[src/core/alt_boot_params.svh]
`ifndef ALT_BOOT_PARAMS_SVH
`define ALT_BOOT_PARAMS_SVH
`define CFG_ALT          2'h1
`define CFG_BSL          2'h2
`define CFG_NORMAL       2'h3
`define REG_INDICATOR    16'hFE0A
`define REG_SYSCFG       16'hFE12
`define REG_PERIPH       16'hF024
`define REG_BUSCFG       16'hFF0C
`define REG_MODE         16'hFE0C
`define ALT_FLAG_BIT     5
`define ROM_EN_BIT       10
`define BYTE_DIS_BIT     9
`define GLOBAL_PERIPHERAL_ENABLE_BIT         2
`define BUS_ACT_BIT      10
`define ALE_LEN_BIT      9
`define SYSCFG_ALT_RESET 16'h0404
`define SYSCFG_RESET     16'h0000
`define PERIPH_ALT_RESET 16'h002D
`define PERIPH_RESET     16'h0000
`define PERIPH_FLASH_BIT 2
`define ADDR_OP0_USER    24'h000000
`define ADDR_OP1_USER    24'h001FFC
`define ADDR_REF_USER    24'h001FFE
`define ADDR_OP0_ALT     24'h090000
`define ADDR_OP1_ALT     24'h091FFC
`define ADDR_REF_ALT     24'h091FFE
`define ADDR_ALT_START   24'h090000
`define ADDR_BSL_START   24'h000000
`define ADDR_LOOP        24'h000100
`define ADDR_USER_START  24'h000000
`define SEL_BOTH         8'h03
`define SEL_UART         8'h01
`define SEL_CAN          8'h02
`endif

[src/core/alt_boot_pkg.sv]
package alt_boot_pkg;
   typedef enum logic [2:0] {MODE_NORMAL, MODE_BSL, MODE_ALT, MODE_TEST} boot_mode_e;
   typedef enum logic [3:0] {
      ST_IDLE, ST_RD_OP0, ST_RD_OP1, ST_RD_REF, ST_DECIDE, ST_RD_SEL, ST_DONE
   } seq_state_e;
endpackage

[src/core/alternate_boot_select.sv]
// Added by the designer: the address-and-strobe port.
`include "alt_boot_params.svh"
module alternate_boot_select
   import alt_boot_pkg::*;
(
   input  wire logic        CLK,
   input  wire logic        RESET_N,
   input  wire logic        SOFT_RESET,
   input  wire logic        WATCHDOG_EXPIRED,
   input  wire logic [5:4]  RESET_CONFIG_PORT_LOW,
   input  wire logic        BUS_WIDTH_CFG,
   input  wire logic [1:0]  BUS_TYPE_CFG,
   input  wire logic        EXTERNAL_ACCESS_PIN,
   input  wire logic        END_OF_INIT_INSTRUCTION,
   input  wire logic        FETCH_REQ,
   input  wire logic [1:0]  FETCH_REGION,
   output logic             FETCH_ALLOWED,
   output logic [23:0]      FLASH_ADDR,
   output logic             FLASH_RD,
   input  wire logic [15:0] FLASH_DATA,
   input  wire logic        FLASH_VALID,
   input  wire logic [15:0] ADDR,
   input  wire logic [15:0] WDATA,
   input  wire logic        WR,
   input  wire logic        RD,
   output logic [15:0]      RDATA,
   output logic [23:0]      START_ADDR,
   output logic             START_VALID,
   output logic             UART_WATCH,
   output logic             CAN_WATCH,
   output logic             WATCHDOG_ENABLE,
   output logic             SOFT_RESET_REQ,
   output logic             CAN_PIN_OUTPUT_ALLOWED,
   output logic             TEST_MODE,
   output logic [1:0]       MODE_CODE
);
   // The configuration is captured in the first cycle after reset is released.
   logic             cap_done_reg;
   logic [1:0]       cfg_reg;
   logic             alt_flag_reg;
   boot_mode_e       mode_reg;
   seq_state_e       state_reg, state_next;
   logic [15:0]      syscfg_reg, periph_reg, buscfg_reg;
   logic [15:0]      op0_reg, ref_reg, sum_reg;
   logic             user_pass_reg, pass_alt_reg;
   logic             init_done_reg;
   logic [23:0]      flash_addr_next;
   logic             flash_rd_next;

   function automatic logic sig_ok(input logic [15:0] a, input logic [15:0] b, input logic [15:0] r);
      logic [15:0] s;
      s = a + b;
      return {s[15:8], ~s[7:0]} == r;
   endfunction

   wire boot_mode    = (mode_reg == MODE_BSL) || (mode_reg == MODE_ALT);
   wire soft_any     = SOFT_RESET || (WATCHDOG_EXPIRED && mode_reg == MODE_ALT);
   wire sys_wr       = WR && ADDR == `REG_SYSCFG && !init_done_reg;
   wire per_wr       = WR && ADDR == `REG_PERIPH && !init_done_reg;
   wire sel_zero     = FLASH_DATA == 16'h0000 || FLASH_DATA == 16'hFFFF;
   wire [15:0] sys_wmask = WDATA | (boot_mode ? 16'h0400 : 16'h0000);
   wire fetchable_flash_region_on    = syscfg_reg[`GLOBAL_PERIPHERAL_ENABLE_BIT] && periph_reg[`PERIPH_FLASH_BIT];
   wire [15:0] rd_mux =
      (ADDR == `REG_INDICATOR) ? {10'h000, alt_flag_reg, 5'h00} :
      (ADDR == `REG_SYSCFG)    ? syscfg_reg :
      (ADDR == `REG_PERIPH)    ? periph_reg :
      (ADDR == `REG_BUSCFG)    ? buscfg_reg :
      (ADDR == `REG_MODE)      ? {13'h0000, mode_reg} : 16'h0000;

   // Mode latch is cleared only by hardware reset so it stays stable.
   always_ff @(posedge CLK) begin
      if (!RESET_N) begin
         cap_done_reg <= 1'b0;
         cfg_reg      <= 2'h0;
         mode_reg     <= MODE_NORMAL;
      end else if (!cap_done_reg) begin
         cap_done_reg <= 1'b1;
         cfg_reg      <= RESET_CONFIG_PORT_LOW;
         case (RESET_CONFIG_PORT_LOW)
            `CFG_ALT:    mode_reg <= MODE_ALT;
            `CFG_BSL:    mode_reg <= MODE_BSL;
            `CFG_NORMAL: mode_reg <= MODE_NORMAL;
            default:     mode_reg <= MODE_TEST;
         endcase
      end
   end

   // Flag and presets; software reset rebuilds them from the held configuration.
   always_ff @(posedge CLK) begin
      if (!RESET_N) begin
         alt_flag_reg  <= 1'b0;
         syscfg_reg    <= `SYSCFG_RESET;
         periph_reg    <= `PERIPH_RESET;
         buscfg_reg    <= 16'h0000;
         init_done_reg <= 1'b0;
      end else if (!cap_done_reg || soft_any) begin
         alt_flag_reg  <= (cap_done_reg ? cfg_reg : RESET_CONFIG_PORT_LOW) == `CFG_ALT;
         init_done_reg <= 1'b0;
         if ((cap_done_reg ? cfg_reg : RESET_CONFIG_PORT_LOW) inside {`CFG_ALT, `CFG_BSL}) begin
            syscfg_reg <= {5'h00, 1'b1, BUS_WIDTH_CFG, 9'h000} |
                          ((cap_done_reg ? cfg_reg : RESET_CONFIG_PORT_LOW) == `CFG_ALT ?
                           `SYSCFG_ALT_RESET : `SYSCFG_RESET);
         end else begin
            syscfg_reg <= `SYSCFG_RESET;
         end
         periph_reg <= ((cap_done_reg ? cfg_reg : RESET_CONFIG_PORT_LOW) == `CFG_ALT) ?
                       `PERIPH_ALT_RESET : `PERIPH_RESET;
         buscfg_reg <= {5'h00, !EXTERNAL_ACCESS_PIN, !EXTERNAL_ACCESS_PIN, 1'b0,
                        BUS_TYPE_CFG, 6'h00};
      end else begin
         if (END_OF_INIT_INSTRUCTION)
            init_done_reg <= 1'b1;
         if (sys_wr)
            syscfg_reg <= sys_wmask;
         if (per_wr)
            periph_reg <= WDATA;
      end
   end

   always_comb begin
      state_next      = state_reg;
      flash_addr_next = FLASH_ADDR;
      flash_rd_next   = 1'b0;
      case (state_reg)
         ST_IDLE: if (cap_done_reg && mode_reg == MODE_ALT) begin
            state_next = ST_RD_OP0;
            flash_addr_next = `ADDR_OP0_USER;
            flash_rd_next = 1'b1;
         end
         ST_RD_OP0: if (FLASH_VALID) begin
            state_next = ST_RD_OP1;
            flash_addr_next = pass_alt_reg ? `ADDR_OP1_ALT : `ADDR_OP1_USER;
            flash_rd_next = 1'b1;
         end
         ST_RD_OP1: if (FLASH_VALID) begin
            state_next = ST_RD_REF;
            flash_addr_next = pass_alt_reg ? `ADDR_REF_ALT : `ADDR_REF_USER;
            flash_rd_next = 1'b1;
         end
         ST_RD_REF: if (FLASH_VALID)
            state_next = ST_DECIDE;
         ST_DECIDE: if (sig_ok(op0_reg, sum_reg, ref_reg) || pass_alt_reg) begin
            if (sig_ok(op0_reg, sum_reg, ref_reg))
               state_next = ST_DONE;
            else begin
               state_next = ST_RD_SEL;
               flash_addr_next = `ADDR_OP1_USER;
               flash_rd_next = 1'b1;
            end
         end else begin
            state_next = ST_RD_OP0;
            flash_addr_next = `ADDR_OP0_ALT;
            flash_rd_next = 1'b1;
         end
         ST_RD_SEL: if (FLASH_VALID)
            state_next = ST_DONE;
         ST_DONE: state_next = ST_DONE;
         default: state_next = ST_IDLE;
      endcase
   end

   always_ff @(posedge CLK) begin
      if (!RESET_N || soft_any) begin
         state_reg     <= ST_IDLE;
         FLASH_ADDR    <= 24'h000000;
         FLASH_RD      <= 1'b0;
         op0_reg       <= 16'h0000;
         sum_reg       <= 16'h0000;
         ref_reg       <= 16'h0000;
         pass_alt_reg  <= 1'b0;
         user_pass_reg <= 1'b0;
         START_ADDR    <= 24'h000000;
         START_VALID   <= 1'b0;
         UART_WATCH    <= 1'b0;
         CAN_WATCH     <= 1'b0;
      end else begin
         state_reg  <= state_next;
         FLASH_ADDR <= flash_addr_next;
         FLASH_RD   <= flash_rd_next;
         if (state_reg == ST_RD_OP0 && FLASH_VALID)
            op0_reg <= FLASH_DATA;
         if (state_reg == ST_RD_OP1 && FLASH_VALID)
            sum_reg <= FLASH_DATA;
         if (state_reg == ST_RD_REF && FLASH_VALID)
            ref_reg <= FLASH_DATA;
         if (state_reg == ST_DECIDE && !sig_ok(op0_reg, sum_reg, ref_reg))
            pass_alt_reg <= 1'b1;
         if (cap_done_reg && !START_VALID && mode_reg != MODE_ALT) begin
            START_VALID <= 1'b1;
            START_ADDR  <= (mode_reg == MODE_BSL) ? `ADDR_BSL_START : `ADDR_USER_START;
         end
         if (state_reg == ST_DECIDE && sig_ok(op0_reg, sum_reg, ref_reg)) begin
            START_VALID   <= 1'b1;
            user_pass_reg <= !pass_alt_reg;
            START_ADDR    <= pass_alt_reg ? `ADDR_ALT_START : `ADDR_USER_START;
         end
         if (state_reg == ST_RD_SEL && FLASH_VALID) begin
            START_VALID <= 1'b1;
            if (sel_zero)
               START_ADDR <= `ADDR_BSL_START;
            else begin
               case (FLASH_DATA[7:0])
                  `SEL_BOTH, `SEL_UART, `SEL_CAN: begin
                     START_ADDR <= `ADDR_BSL_START;
                     UART_WATCH <= FLASH_DATA[0];
                     CAN_WATCH  <= FLASH_DATA[1];
                  end
                  default: START_ADDR <= `ADDR_LOOP;
               endcase
            end
         end
      end
   end

   always_ff @(posedge CLK) begin
      if (!RESET_N) begin
         RDATA                  <= 16'h0000;
         FETCH_ALLOWED          <= 1'b0;
         WATCHDOG_ENABLE        <= 1'b0;
         SOFT_RESET_REQ         <= 1'b0;
         CAN_PIN_OUTPUT_ALLOWED <= 1'b0;
         TEST_MODE              <= 1'b0;
         MODE_CODE              <= 2'h0;
      end else begin
         RDATA                  <= RD ? rd_mux : 16'h0000;
         // Region 1 is data-only flash, region 2 the fetchable one.
         FETCH_ALLOWED          <= FETCH_REQ && (FETCH_REGION == 2'h2 ? fetchable_flash_region_on :
                                                 FETCH_REGION != 2'h1);
         WATCHDOG_ENABLE        <= cap_done_reg && mode_reg != MODE_ALT;
         SOFT_RESET_REQ         <= WATCHDOG_EXPIRED && mode_reg == MODE_ALT;
         CAN_PIN_OUTPUT_ALLOWED <= cap_done_reg && !boot_mode;
         TEST_MODE              <= mode_reg == MODE_TEST;
         MODE_CODE              <= cfg_reg;
      end
   end
endmodule // alternate_boot_select

[config.mk]
export PLATFORM = sky130hd
export DESIGN_NAME = alternate_boot_select
export DESIGN_NICKNAME = d
export VERILOG_FILES = /design/src/core/alt_boot_pkg.sv /design/src/core/alternate_boot_select.sv
export VERILOG_INCLUDE_DIRS = /design/src /design/src/core
export SDC_FILE = /design/constraint.sdc
export NUM_CORES = 1
export LEC_CHECK = 0
export ABC_AREA = 1
export BUFFER_PORTS_ARGS = -buffer_cell sky130_fd_sc_hd__buf_2
export CORE_UTILIZATION = 40
export DETAILED_ROUTE_END_ITERATION = 12
export GPL_ROUTABILITY_DRIVEN = 0
export PLACE_DENSITY = 0.61
export REMOVE_ABC_BUFFERS = 1
export SLEW_MARGIN = 20
export SYNTH_ARGS = -nofsm -noshare
export SYNTH_HDL_FRONTEND = slang
export SYNTH_SLANG_ARGS = --single-unit
[constraint.sdc]
create_clock -name CLK -period 3 [get_ports CLK]
set_clock_uncertainty 0.2 [all_clocks]
set_input_delay 0.15 -clock CLK [delete_from_list [all_inputs] [get_ports CLK]]
set_output_delay 0.15 -clock CLK [all_outputs]
set_load 0.02 [all_outputs]
After elaboration in Yosys (flattened, before gate mapping)
Index checks and enable logic that the tools add are counted.
{ "word_totals": {"reg_bits": 171, "input_bits": 65, "out_inout_bits": 75, "wordCells": 160} }
{ "classes": {"n_addsub": 1, "eq_ne": 33, "muxes": 47, "bitwise": 6, "reduce_logical": 46} }
{ "op_table": {"columns": ["op", "count"], "rows": [
  ["$mux 24", 8],
  ["$eq 16x16->1 const B", 6],
  ["$mux 16", 6],
  ["$pmux 24 s4", 1],
  ["$mux 20", 3],
  ["$mux 11", 4],
  ["$pmux 4 s7", 1],
  ["$mux 4", 6],
  ["$logic_and 1x1->1", 18],
  ["$mux 9", 2],
  ["$add 16x16->16", 1],
  ["$eq 16x16->1", 1],
  ["$eq 8x2->1 const B", 2],
  ["$logic_not 16->1", 1],
  ["$or 16x11->16", 1],
  ["$eq 4x3->1 const B", 3],
  ["$mux 6", 2],
  ["$or 11x11->11", 1],
  ["$ne 2x2->1 const B", 5],
  ["$reduce_and 5->1", 2],
  ["$mux 1", 9],
  ["$eq 2x2->1 const B", 4],
  ["$eq 4x2->1 const B", 2],
  ["$eq 8x1->1 const B", 1],
  ["23 further kinds", 43]
]} }

Depth between registers and ports, before layout
Gate-level depths: netlist of run 1.
{ "depth": {"depth_word": 6, "mapped_depth": 19, "mapped_depth_nobuf": 19} }

Least setup slack after synthesis of run 1
Ideal clock, no wire load.
{ "synth_path": {"path_kind": "register to register", "start": "register op0_reg[0]", "end": "register FLASH_ADDR[12]", "setup_time_ns": 0.115, "arrival_time_ns": 2.049, "required_ns": 2.685, "path_slack_ns": 0.636, "path_stages_with_launch": 20, "synth_period_minus_slack_ns": 2.364, "cell_sequence": "dfxtp_1 ha_1 inv_1 fa_1 inv_1 nand2_2 nand2_2 nand3_2 nand2_1 nand3_1 nand2_1 nand2_1 nand2_1 nand2_1 nor2_1 nand3_2 nand2_2 nand2_1 nand2_1 a21oi_2"} }
{ "synth_via": {"elab_chain_cells": 6, "elab_cells_between_ends": 8, "classes_between": "1 x add/sub; 2 x eq/ne; 2 x mux; 1 x bitwise; 2 x reduce/logical"} }
{ "synth_rtl": {"columns": ["element", "line", "text"], "rows": [
  ["from (decl)", "alternate_boot_select.sv:44", "logic [15:0] op0_reg, ref_reg, sum_reg;"],
  ["from (signal assigned)", "alternate_boot_select.sv:167", "op0_reg <= 16'h0000;"],
  ["from (signal assigned)", "alternate_boot_select.sv:181", "op0_reg <= FLASH_DATA;"],
  ["$add 16x16->16 *", "alternate_boot_select.sv:52", "s = a + b;"],
  ["$not 8->8", "alternate_boot_select.sv:53", "return {s[15:8], ~s[7:0]} == r;"],
  ["$eq 16x16->1 *", "alternate_boot_select.sv:53", null],
  ["$logic_or 1x1->1", "alternate_boot_select.sv:142", "ST_DECIDE: if (sig_ok(op0_reg, sum_reg, ref_reg) || pass_alt_reg) begin"],
  ["$ne 3x3->1 (no source line) or $mux 24 (tied branches)", null, null],
  ["$reduce_and 5->1 (no source line) or $pmux 24 s4 (tied branches)", null, null],
  ["to (signal assigned)", "alternate_boot_select.sv:178", "FLASH_ADDR <= flash_addr_next;"],
  ["to (decl)", "alternate_boot_select.sv:18", "output logic [23:0] FLASH_ADDR,"]
]} }
Mark *: on every way between the ends. The rest lies on a longest branch, timed or not.
A chain may end at the register's enable or synchronous reset.

Worst setup path after layout of run 1
{ "layout_path": {"start": "register mode_reg[0]", "end": "register syscfg_reg[9]"} }
{ "layout_via": {"elab_chain_cells": 5, "elab_cells_between_ends": 6, "classes_between": "1 x eq/ne; 1 x mux; 4 x reduce/logical"} }
{ "layout_rtl": {"columns": ["element", "line", "text"], "rows": [
  ["from (decl)", "alternate_boot_select.sv:41", "boot_mode_e mode_reg;"],
  ["from (signal assigned)", "alternate_boot_select.sv:75", "mode_reg <= MODE_NORMAL;"],
  ["from (signal assigned)", "alternate_boot_select.sv:80", "`CFG_ALT: mode_reg <= MODE_ALT;"],
  ["from (signal assigned)", "alternate_boot_select.sv:81", "`CFG_BSL: mode_reg <= MODE_BSL;"],
  ["$eq 3x2->1 *", "alternate_boot_select.sv:57", "wire soft_any = SOFT_RESET || (WATCHDOG_EXPIRED && mode_reg == MODE_ALT);"],
  ["$logic_and 1x1->1 *", "alternate_boot_select.sv:57", null],
  ["$logic_or 1x1->1 *", "alternate_boot_select.sv:57", null],
  ["$logic_or 1x1->1 *", "alternate_boot_select.sv:96", "end else if (!cap_done_reg || soft_any) begin"],
  ["$mux 16 or $reduce_bool 2->1 (tied branches)", null, null],
  ["to (signal assigned)", "alternate_boot_select.sv:92", "syscfg_reg <= `SYSCFG_RESET;"],
  ["to (signal assigned)", "alternate_boot_select.sv:100", "syscfg_reg <= {5'h00, 1'b1, BUS_WIDTH_CFG, 9'h000} |"],
  ["to (signal assigned)", "alternate_boot_select.sv:104", "syscfg_reg <= `SYSCFG_RESET;"],
  ["to (decl)", "alternate_boot_select.sv:43", "logic [15:0] syscfg_reg, periph_reg, buscfg_reg;"]
]} }
Marks and branches as above.

==> impl_metrics.yaml, run 1 <==
outcome:
  status: "complete, no violations"
layout:
  final_nets: 1179
  insertedDiodeCount: 0
  drive_above_1_share_pct: 17.1
  stdcell_area_sq_mm: 0.00833
  area_delta_synth_final_pct: 27.1
  fillers: 1580
  final_cells: 1324
  seq_area_sq_mm: 0.00252
  multi_input_area_sq_mm: 0.00330
placed_design:
  dp.cells: 1231
  dpl.hpwl_um: 13000
  placed_area_sq_mm: 0.00712
  port_buffers: 108
yosys:
  synth_seq_cells: 126
  synth_area_sq_mm: 0.00655
  yosysWarnings: 0
  synthDistinctLibCells: 36
  synth_cells: 940
  synth_area_per_cell_sq_um: 6.97
  yosysSeqAreaShare_pct: 38.5
routing:
  drc: 0
  vias: 6467
  firstDrtPassIters: 5
  wl_per_cell_um: 13.9
  routed_wl_um: 18400
  ant_nets: 0
  viasPerCell: 4.88
  drt_iter0_markers: 414
die:
  die_h_um: 130
  num_rows: 46
  start_util_pct: 41.1
  pin_count: 140
  die-area_sq_mm: 0.0169
  core_sq_mm: 0.0159
  die_width_um: 130
sta:
  relSlewSlack_pct: 49.0
  hold_violations: 0
  period_share_pct: 92.4
  fmaxAchievable_mhz: 361
  fin_crit_ns: 2.77
  setup_tns_ns: 0
  slew_viol_final: 0
  setup-violations-final: 0
  worst_pin_slew_ns: 0.760
pwr:
  powerDensity_mw_per_mm2: 490
  p_leak_nw: 3.81
  p_total_mw: 4.08
  ir_worst_vdd_uv: 398
worst_setup_path:
  cp_common_cell: "nand2_1"
  max_stage_delay_ns: 0.59
  arrival_ns: 2.89
  crit_fanout: 14
  slowest_stage: "dlygate4sd3_1"
  critPathKind: "flop to flop"
  end_kind: "flop"
  crit_chain: "inv_1 > ha_1 > nand2_1 > nand2_1 > nor2_2 > nand2_1 > clkinvlp_4 > a221oi_1 > dlygate4sd3_1 > nor2_1"
  required_ns: 3.12
  start_kind: "flop"
cts:
  clock_sinks: 126
  clockRootBuffer: "clkbuf_16"
  clock_latency_ns: 0.43
  clk_pin_slew_ns: 0.06
  clk_path_buf_depth: 2
  post-cts-setup-buffers: 0
  h-tree-depth: 4
  cts_tree: "built"
  cts_buffers: 17
flow_run:
  max-cap-violations: 0
hold_path:
  holdCritPathClass: "input port to flop"
grt:
  grt_pass1_vias: 6261
  antenna_found_initial: 0
  grt_max_degree: 41
  overflow: 0
  grt_pass1_wl_um: 30300
  grtUsageTotal_pct: 23.3
-- layout make-up --
cell class	instances	area share, %
timing repair buffer	182	15.0
sequential	126	30.3
multi-input combinational	663	39.7
clock inverter	15	1.86
tap	216	3.25
clock buffer	17	5.11
inverter	105	4.82
-- report_power, final --
group / switching (mW) / total, mW / internal (mW)
Combinational: 0.204 / 0.335 / 0.131
Sequential: 0.0134 / 1.71 / 1.70
Clock: 0.865 / 2.03 / 1.17
Total: 1.08 / 4.08 / 3.00
-- layout by cell type, fill, tap and decap left out, types with 5 or more instances in the layout --
master and instances:
clkbuf_16 17, dfxtp_1 126, xor2_1 6, o21ai_0 74, nor4_1 8, nand2_2 9
buf_2 108, a21oi_1 98, nor2_1 93, a21oi_2 5, nor2_2 7, dlygate4sd3_1 61
nand2_1 189, nor3_1 9, ha_1 17, nand3_2 5, nand3_1 58, conb_1 31
buf_4 13, clkinv_4 5, nand4_1 16, inv_1 102, xnor2_1 8
-- final timing paths --
kind	start	endpoint	slack [ns]	depth (start not counted)
max	mode_reg[0]$_SDFFE_PN0N_	syscfg_reg[9]$_SDFFE_PN0P_	0.23	10
min	ADDR[8]	RDATA[1]$_SDFF_PP0_	0.02	6
max reg2reg	mode_reg[0]$_SDFFE_PN0N_	syscfg_reg[9]$_SDFFE_PN0P_	0.23	10
min reg2reg	cfg_reg[0]$_SDFF_PN0_	MODE_CODE[0]$_SDFF_PN0_	0.23	2
-- critical path: cells and delay by family, from the launching register on --
family / cells / cell delay [ns]
AO/OA/AOI/OAI: 1 / 0.30
adder cells (fa/ha/maj): 1 / 0.28
buffers and inverters: 3 / 1.01
flip-flops: 1 / 0.31
AND/OR/NAND/NOR: 5 / 0.56
-- per-stage QoR --
| step | setup slack [ns] | util (%) | hold slack [ns] |
|---|---|---|---|
| finish | 0.227 | 52.2 | 0.0193 |
| global route | -0.00601 | 52.2 | 0.0953 |
| CTS | 0.177 | 52.1 | 0.0111 |
| detailed placement | 0.262 | 44.6 | 0.164 |
| global placement | 0.340 | 44.6 | 0.161 |
| floorplan | 0.319 | - | -0.0223 |
-- kinds of logic (layout without fill, tap and decap cells) --
group / Yosys count / after routing / synth area share, %
DFF: 126 / 126 / 38.5
adders and majority gates: 19 / 19 / 3.74
xor gates and xnor gates: 14 / 14 / 1.87
and+or+nand+nor: 407 / 407 / 27.2
buffers and inverters: 181 / 319 / 13.0
AOI/OAI and AO/OA: 192 / 192 / 15.6
other: 1 / 31 / 0.0573
-- cell usage after synthesis --
| library cell | count | area share (%) |
|---|---|---|
| nand4_2 | 1 | 0.19 |
| and3_1 | 1 | 0.096 |
| inv_1 | 105 | 6.0 |
| xnor2_1 | 8 | 1.1 |
| nand2_1 | 189 | 11 |
| dfxtp_1 | 126 | 39 |
| a221oi_1 | 2 | 0.27 |
| nand2_2 | 10 | 0.96 |
| nor4_1 | 8 | 0.76 |
| xor2_1 | 6 | 0.80 |
| o21bai_1 | 2 | 0.23 |
| a211oi_1 | 4 | 0.46 |
| nand4_1 | 16 | 1.5 |
| nand3_1 | 58 | 4.4 |
| o32ai_1 | 1 | 0.13 |
| buf_4 | 44 | 5.0 |
| or2_4 | 1 | 0.13 |
| nor3_1 | 9 | 0.69 |
| conb_1 | 1 | 0.057 |
| or2_2 | 4 | 0.38 |
| a31oi_1 | 4 | 0.38 |
| clkbuf_1 | 24 | 1.4 |
| nor2_2 | 4 | 0.38 |
| and2_1 | 1 | 0.096 |
| nand3_2 | 5 | 0.76 |
| nor2_1 | 96 | 5.5 |
| o2111a_1 | 1 | 0.17 |
| buf_2 | 6 | 0.46 |
| o21ai_0 | 74 | 5.7 |
| ha_1 | 18 | 3.4 |
| a21oi_2 | 5 | 0.67 |
| nand3b_1 | 4 | 0.46 |
| o211a_1 | 1 | 0.15 |
| fa_1 | 1 | 0.31 |
| a21oi_1 | 98 | 7.5 |
| buf_1 | 2 | 0.11 |
-- what timing repair did --
item                                    in CTS  in global routing
hold buffers                                61                  0
resized for setup                            0                  6
endpoints found under the hold margin       97                  0
endpoints found under the setup margin       0                  7
-- metal layers --
layer / share of wire (%) / wire length (um) / vias to the layer above / track usage [%]
met3: 5.5 / 1010 / 31 / 4.72
li1: - / - / 3308 / -
met5: 0 / 0 / - / 0
met1: 46 / 8410 / 2908 / 29.1
met4: 1.9 / 358 / 0 / 8.96
met2: 47 / 8650 / 220 / 39.4
No activity file was read; power rests on OpenSTA's default activity.
==> run 2, diff against run 1 <==
--- a/config.mk
+++ b/config.mk
@@ -11,7 +11,6 @@
 export CORE_UTILIZATION = 40
 export DETAILED_ROUTE_END_ITERATION = 12
 export GPL_ROUTABILITY_DRIVEN = 0
-export PLACE_DENSITY = 0.61
 export REMOVE_ABC_BUFFERS = 1
 export SLEW_MARGIN = 20
 export SYNTH_ARGS = -nofsm -noshare
==> run 2 against run 1 <==
- sequential share of layout area grew 0.35 points
- sequential power is essentially flat
- critical path depth is the same
- final cell count shrank 0.60%
- highest routed layer unchanged
- routed wire length grew 1.4%
- total power shrank 2.3%
==> impl_metrics.yaml, run 2 (synthesis gave the netlist of run 1 again) <==
layout:
  stdcell_area_sq_mm: 0.00823
  final_cell_mix: "nand2_1 (189), dfxtp_1 (126), buf_2 (108), inv_1 (103), a21oi_1 (98)"
  mostFrequentLayoutCell: "nand2_1"
  drive_above_1_share_pct: 16.9
  final_cells: 1316
  insertedDiodeCount: 0
  final_nets: 1173
  area_delta_synth_final_pct: 25.7
  multi_input_area_sq_mm: 0.00330
  fillers: 1612
  seq_area_sq_mm: 0.00252
worst_setup_path:
  crit_fanout: 13
  cpLargestDelayFamily: "buffers and inverters"
  slowest_stage: "dlygate4sd3_1"
  start_kind: "flop"
  cp_common_cell: "nand2_1"
  crit_path_start: "mode_reg[0]$_SDFFE_PN0N_"
  required_ns: 3.11
  crit_chain: "inv_1 > ha_1 > nand2_1 > nand2_1 > nor2_2 > nand2_2 > clkinvlp_4 > a21oi_2 > a21oi_1 > dlygate4sd3_1"
  path_buf_inv: 3
  arrival_ns: 2.93
  max_stage_delay_ns: 0.56
  critPathKind: "flop to flop"
  end_kind: "flop"
  worstReg2RegStart: "mode_reg[0]$_SDFFE_PN0N_"
sta:
  period_share_pct: 94.1
  setup-violations-final: 0
  hold_violations: 0
  fin_crit_ns: 2.82
  rsz0062_at_grt: "false"
  slew_viol_final: 0
  relSlewSlack_pct: 23.0
  worst_pin_slew_ns: 1.15
  setup_tns_ns: 0
  fmaxAchievable_mhz: 354
pwr:
  p_leak_nw: 3.77
  powerDensity_mw_per_mm2: 484
  switching_share_pct: 24.3
  clockPowerShare_pct: 48.8
  ir_worst_vdd_uv: 430
  intPower_mw: 3.02
  p_comb_share_pct: 8.3
  seqPwrFrac_pct: 42.9
  p_switching_mw: 0.969
die:
  start_util_pct: 41.1
  die-area_sq_mm: 0.0169
  die_h_um: 130
  die_width_um: 130
  core_sq_mm: 0.0159
  num_rows: 46
  pin_count: 140
hold_path:
  min_from: "ADDR[0]"
  holdCritPathClass: "input port to flop"
grt:
  antenna_found_initial: 0
  grtUsageTotal_pct: 23.1
  overflow: 0
  grt_max_degree: 31
  grt_pass1_vias: 5927
  grt_pass1_wl_um: 29600
cts:
  clock_sinks: 126
  h-tree-depth: 4
  clockRootBuffer: "clkbuf_16"
  clk_path_buf_depth: 2
  clock_latency_ns: 0.42
  cts_tree: "built"
  clk_pin_slew_ns: 0.05
  post-cts-setup-buffers: 0
  cts_buffers: 17
placed_design:
  dp.cells: 1233
  port_buffers: 108
  placed_area_sq_mm: 0.00713
  dpl.hpwl_um: 13200
routing:
  vias: 6471
  firstDrtPassIters: 8
  routed_wl_um: 18700
  wl_per_cell_um: 14.2
  ant_nets: 0
  drt_iter0_markers: 360
  viasPerCell: 4.92
  drc: 0
outcome:
  status: "complete, no violations"
flow_run:
  max-cap-violations: 0
==> run 2: cell types whose count changed in the layout (fill, tap and decap cells not counted), sizes merged <==
cell,before,now
buf,121,123
inv,110,104
dlygate4sd3,61,53
clkinv,6,3
clkinvlp,3,6
clkbuf,17,21
==> run 2: worst paths after layout <==
check | slack (ns) | to | cells past startpoint
worst min-delay path | 0.05 | RDATA[5]$_SDFF_PN0_ | 4
worst max-delay path | 0.18 | periph_reg[3]$_SDFFE_PN0P_ | 10
worst max register to register | 0.18 | periph_reg[3]$_SDFFE_PN0P_ | 10
worst min register to register | 0.24 | MODE_CODE[0]$_SDFF_PN0_ | 2
==> run 2: stage by stage <==
step / setup slack [ns] / hold slack, ns / total power [mW] / utilization (%)
after detailed placement: 0.297 / 0.155 / 2.02 / 44.7
after global routing: 0.0149 / 0.0436 / 4.15 / 51.6
after CTS: 0.157 / 0.0263 / 4.01 / 51.6
final: 0.178 / 0.0474 / 3.98 / 51.6
after global placement: 0.369 / 0.153 / 2.02 / 44.7
after floorplan: 0.319 / -0.0223 / 1.89 / -
==> run 2: power groups by stage <==
stage                     Combinational [mW]  Clock [mW]  Sequential (mW)
after floorplan                        0.142           0             1.75
after global placement                 0.272           0             1.75
after detailed placement               0.273           0             1.75
after CTS                              0.323        1.98             1.71
after global routing                   0.364        2.07             1.71
final                                  0.330        1.94             1.71
==> run 2: final cells by class <==
| cell class | count | share of cell area [%] |
|---|---|---|
| inverters | 105 | 4.88 |
| flip-flops and latches | 126 | 30.6 |
| repair buffers | 176 | 14.4 |
| clock buffers | 21 | 5.71 |
| well taps | 216 | 3.28 |
| multi-input cells | 663 | 40.0 |
| clock inverters | 9 | 1.06 |
==> run 2: what timing repair did <==
action | 4_1_cts | 5_1_grt
setup endpoints to repair | 0 | 2
resized for setup | 0 | 3
hold buffers | 53 | 0
hold endpoints to repair | 97 | 0
==> run 2: layer usage <==
metal	global-route usage, %	wire [um]
met4	9.37	343
met5	0	0
met2	36.5	8570
met1	30.4	8620
met3	5.45	1160
==> run 2: worst min-delay path, cell delays in order <==
cell      delay, ns
buf_2          0.11
nor4_1         0.08
a221oi_1       0.22
nor2_1         0.06
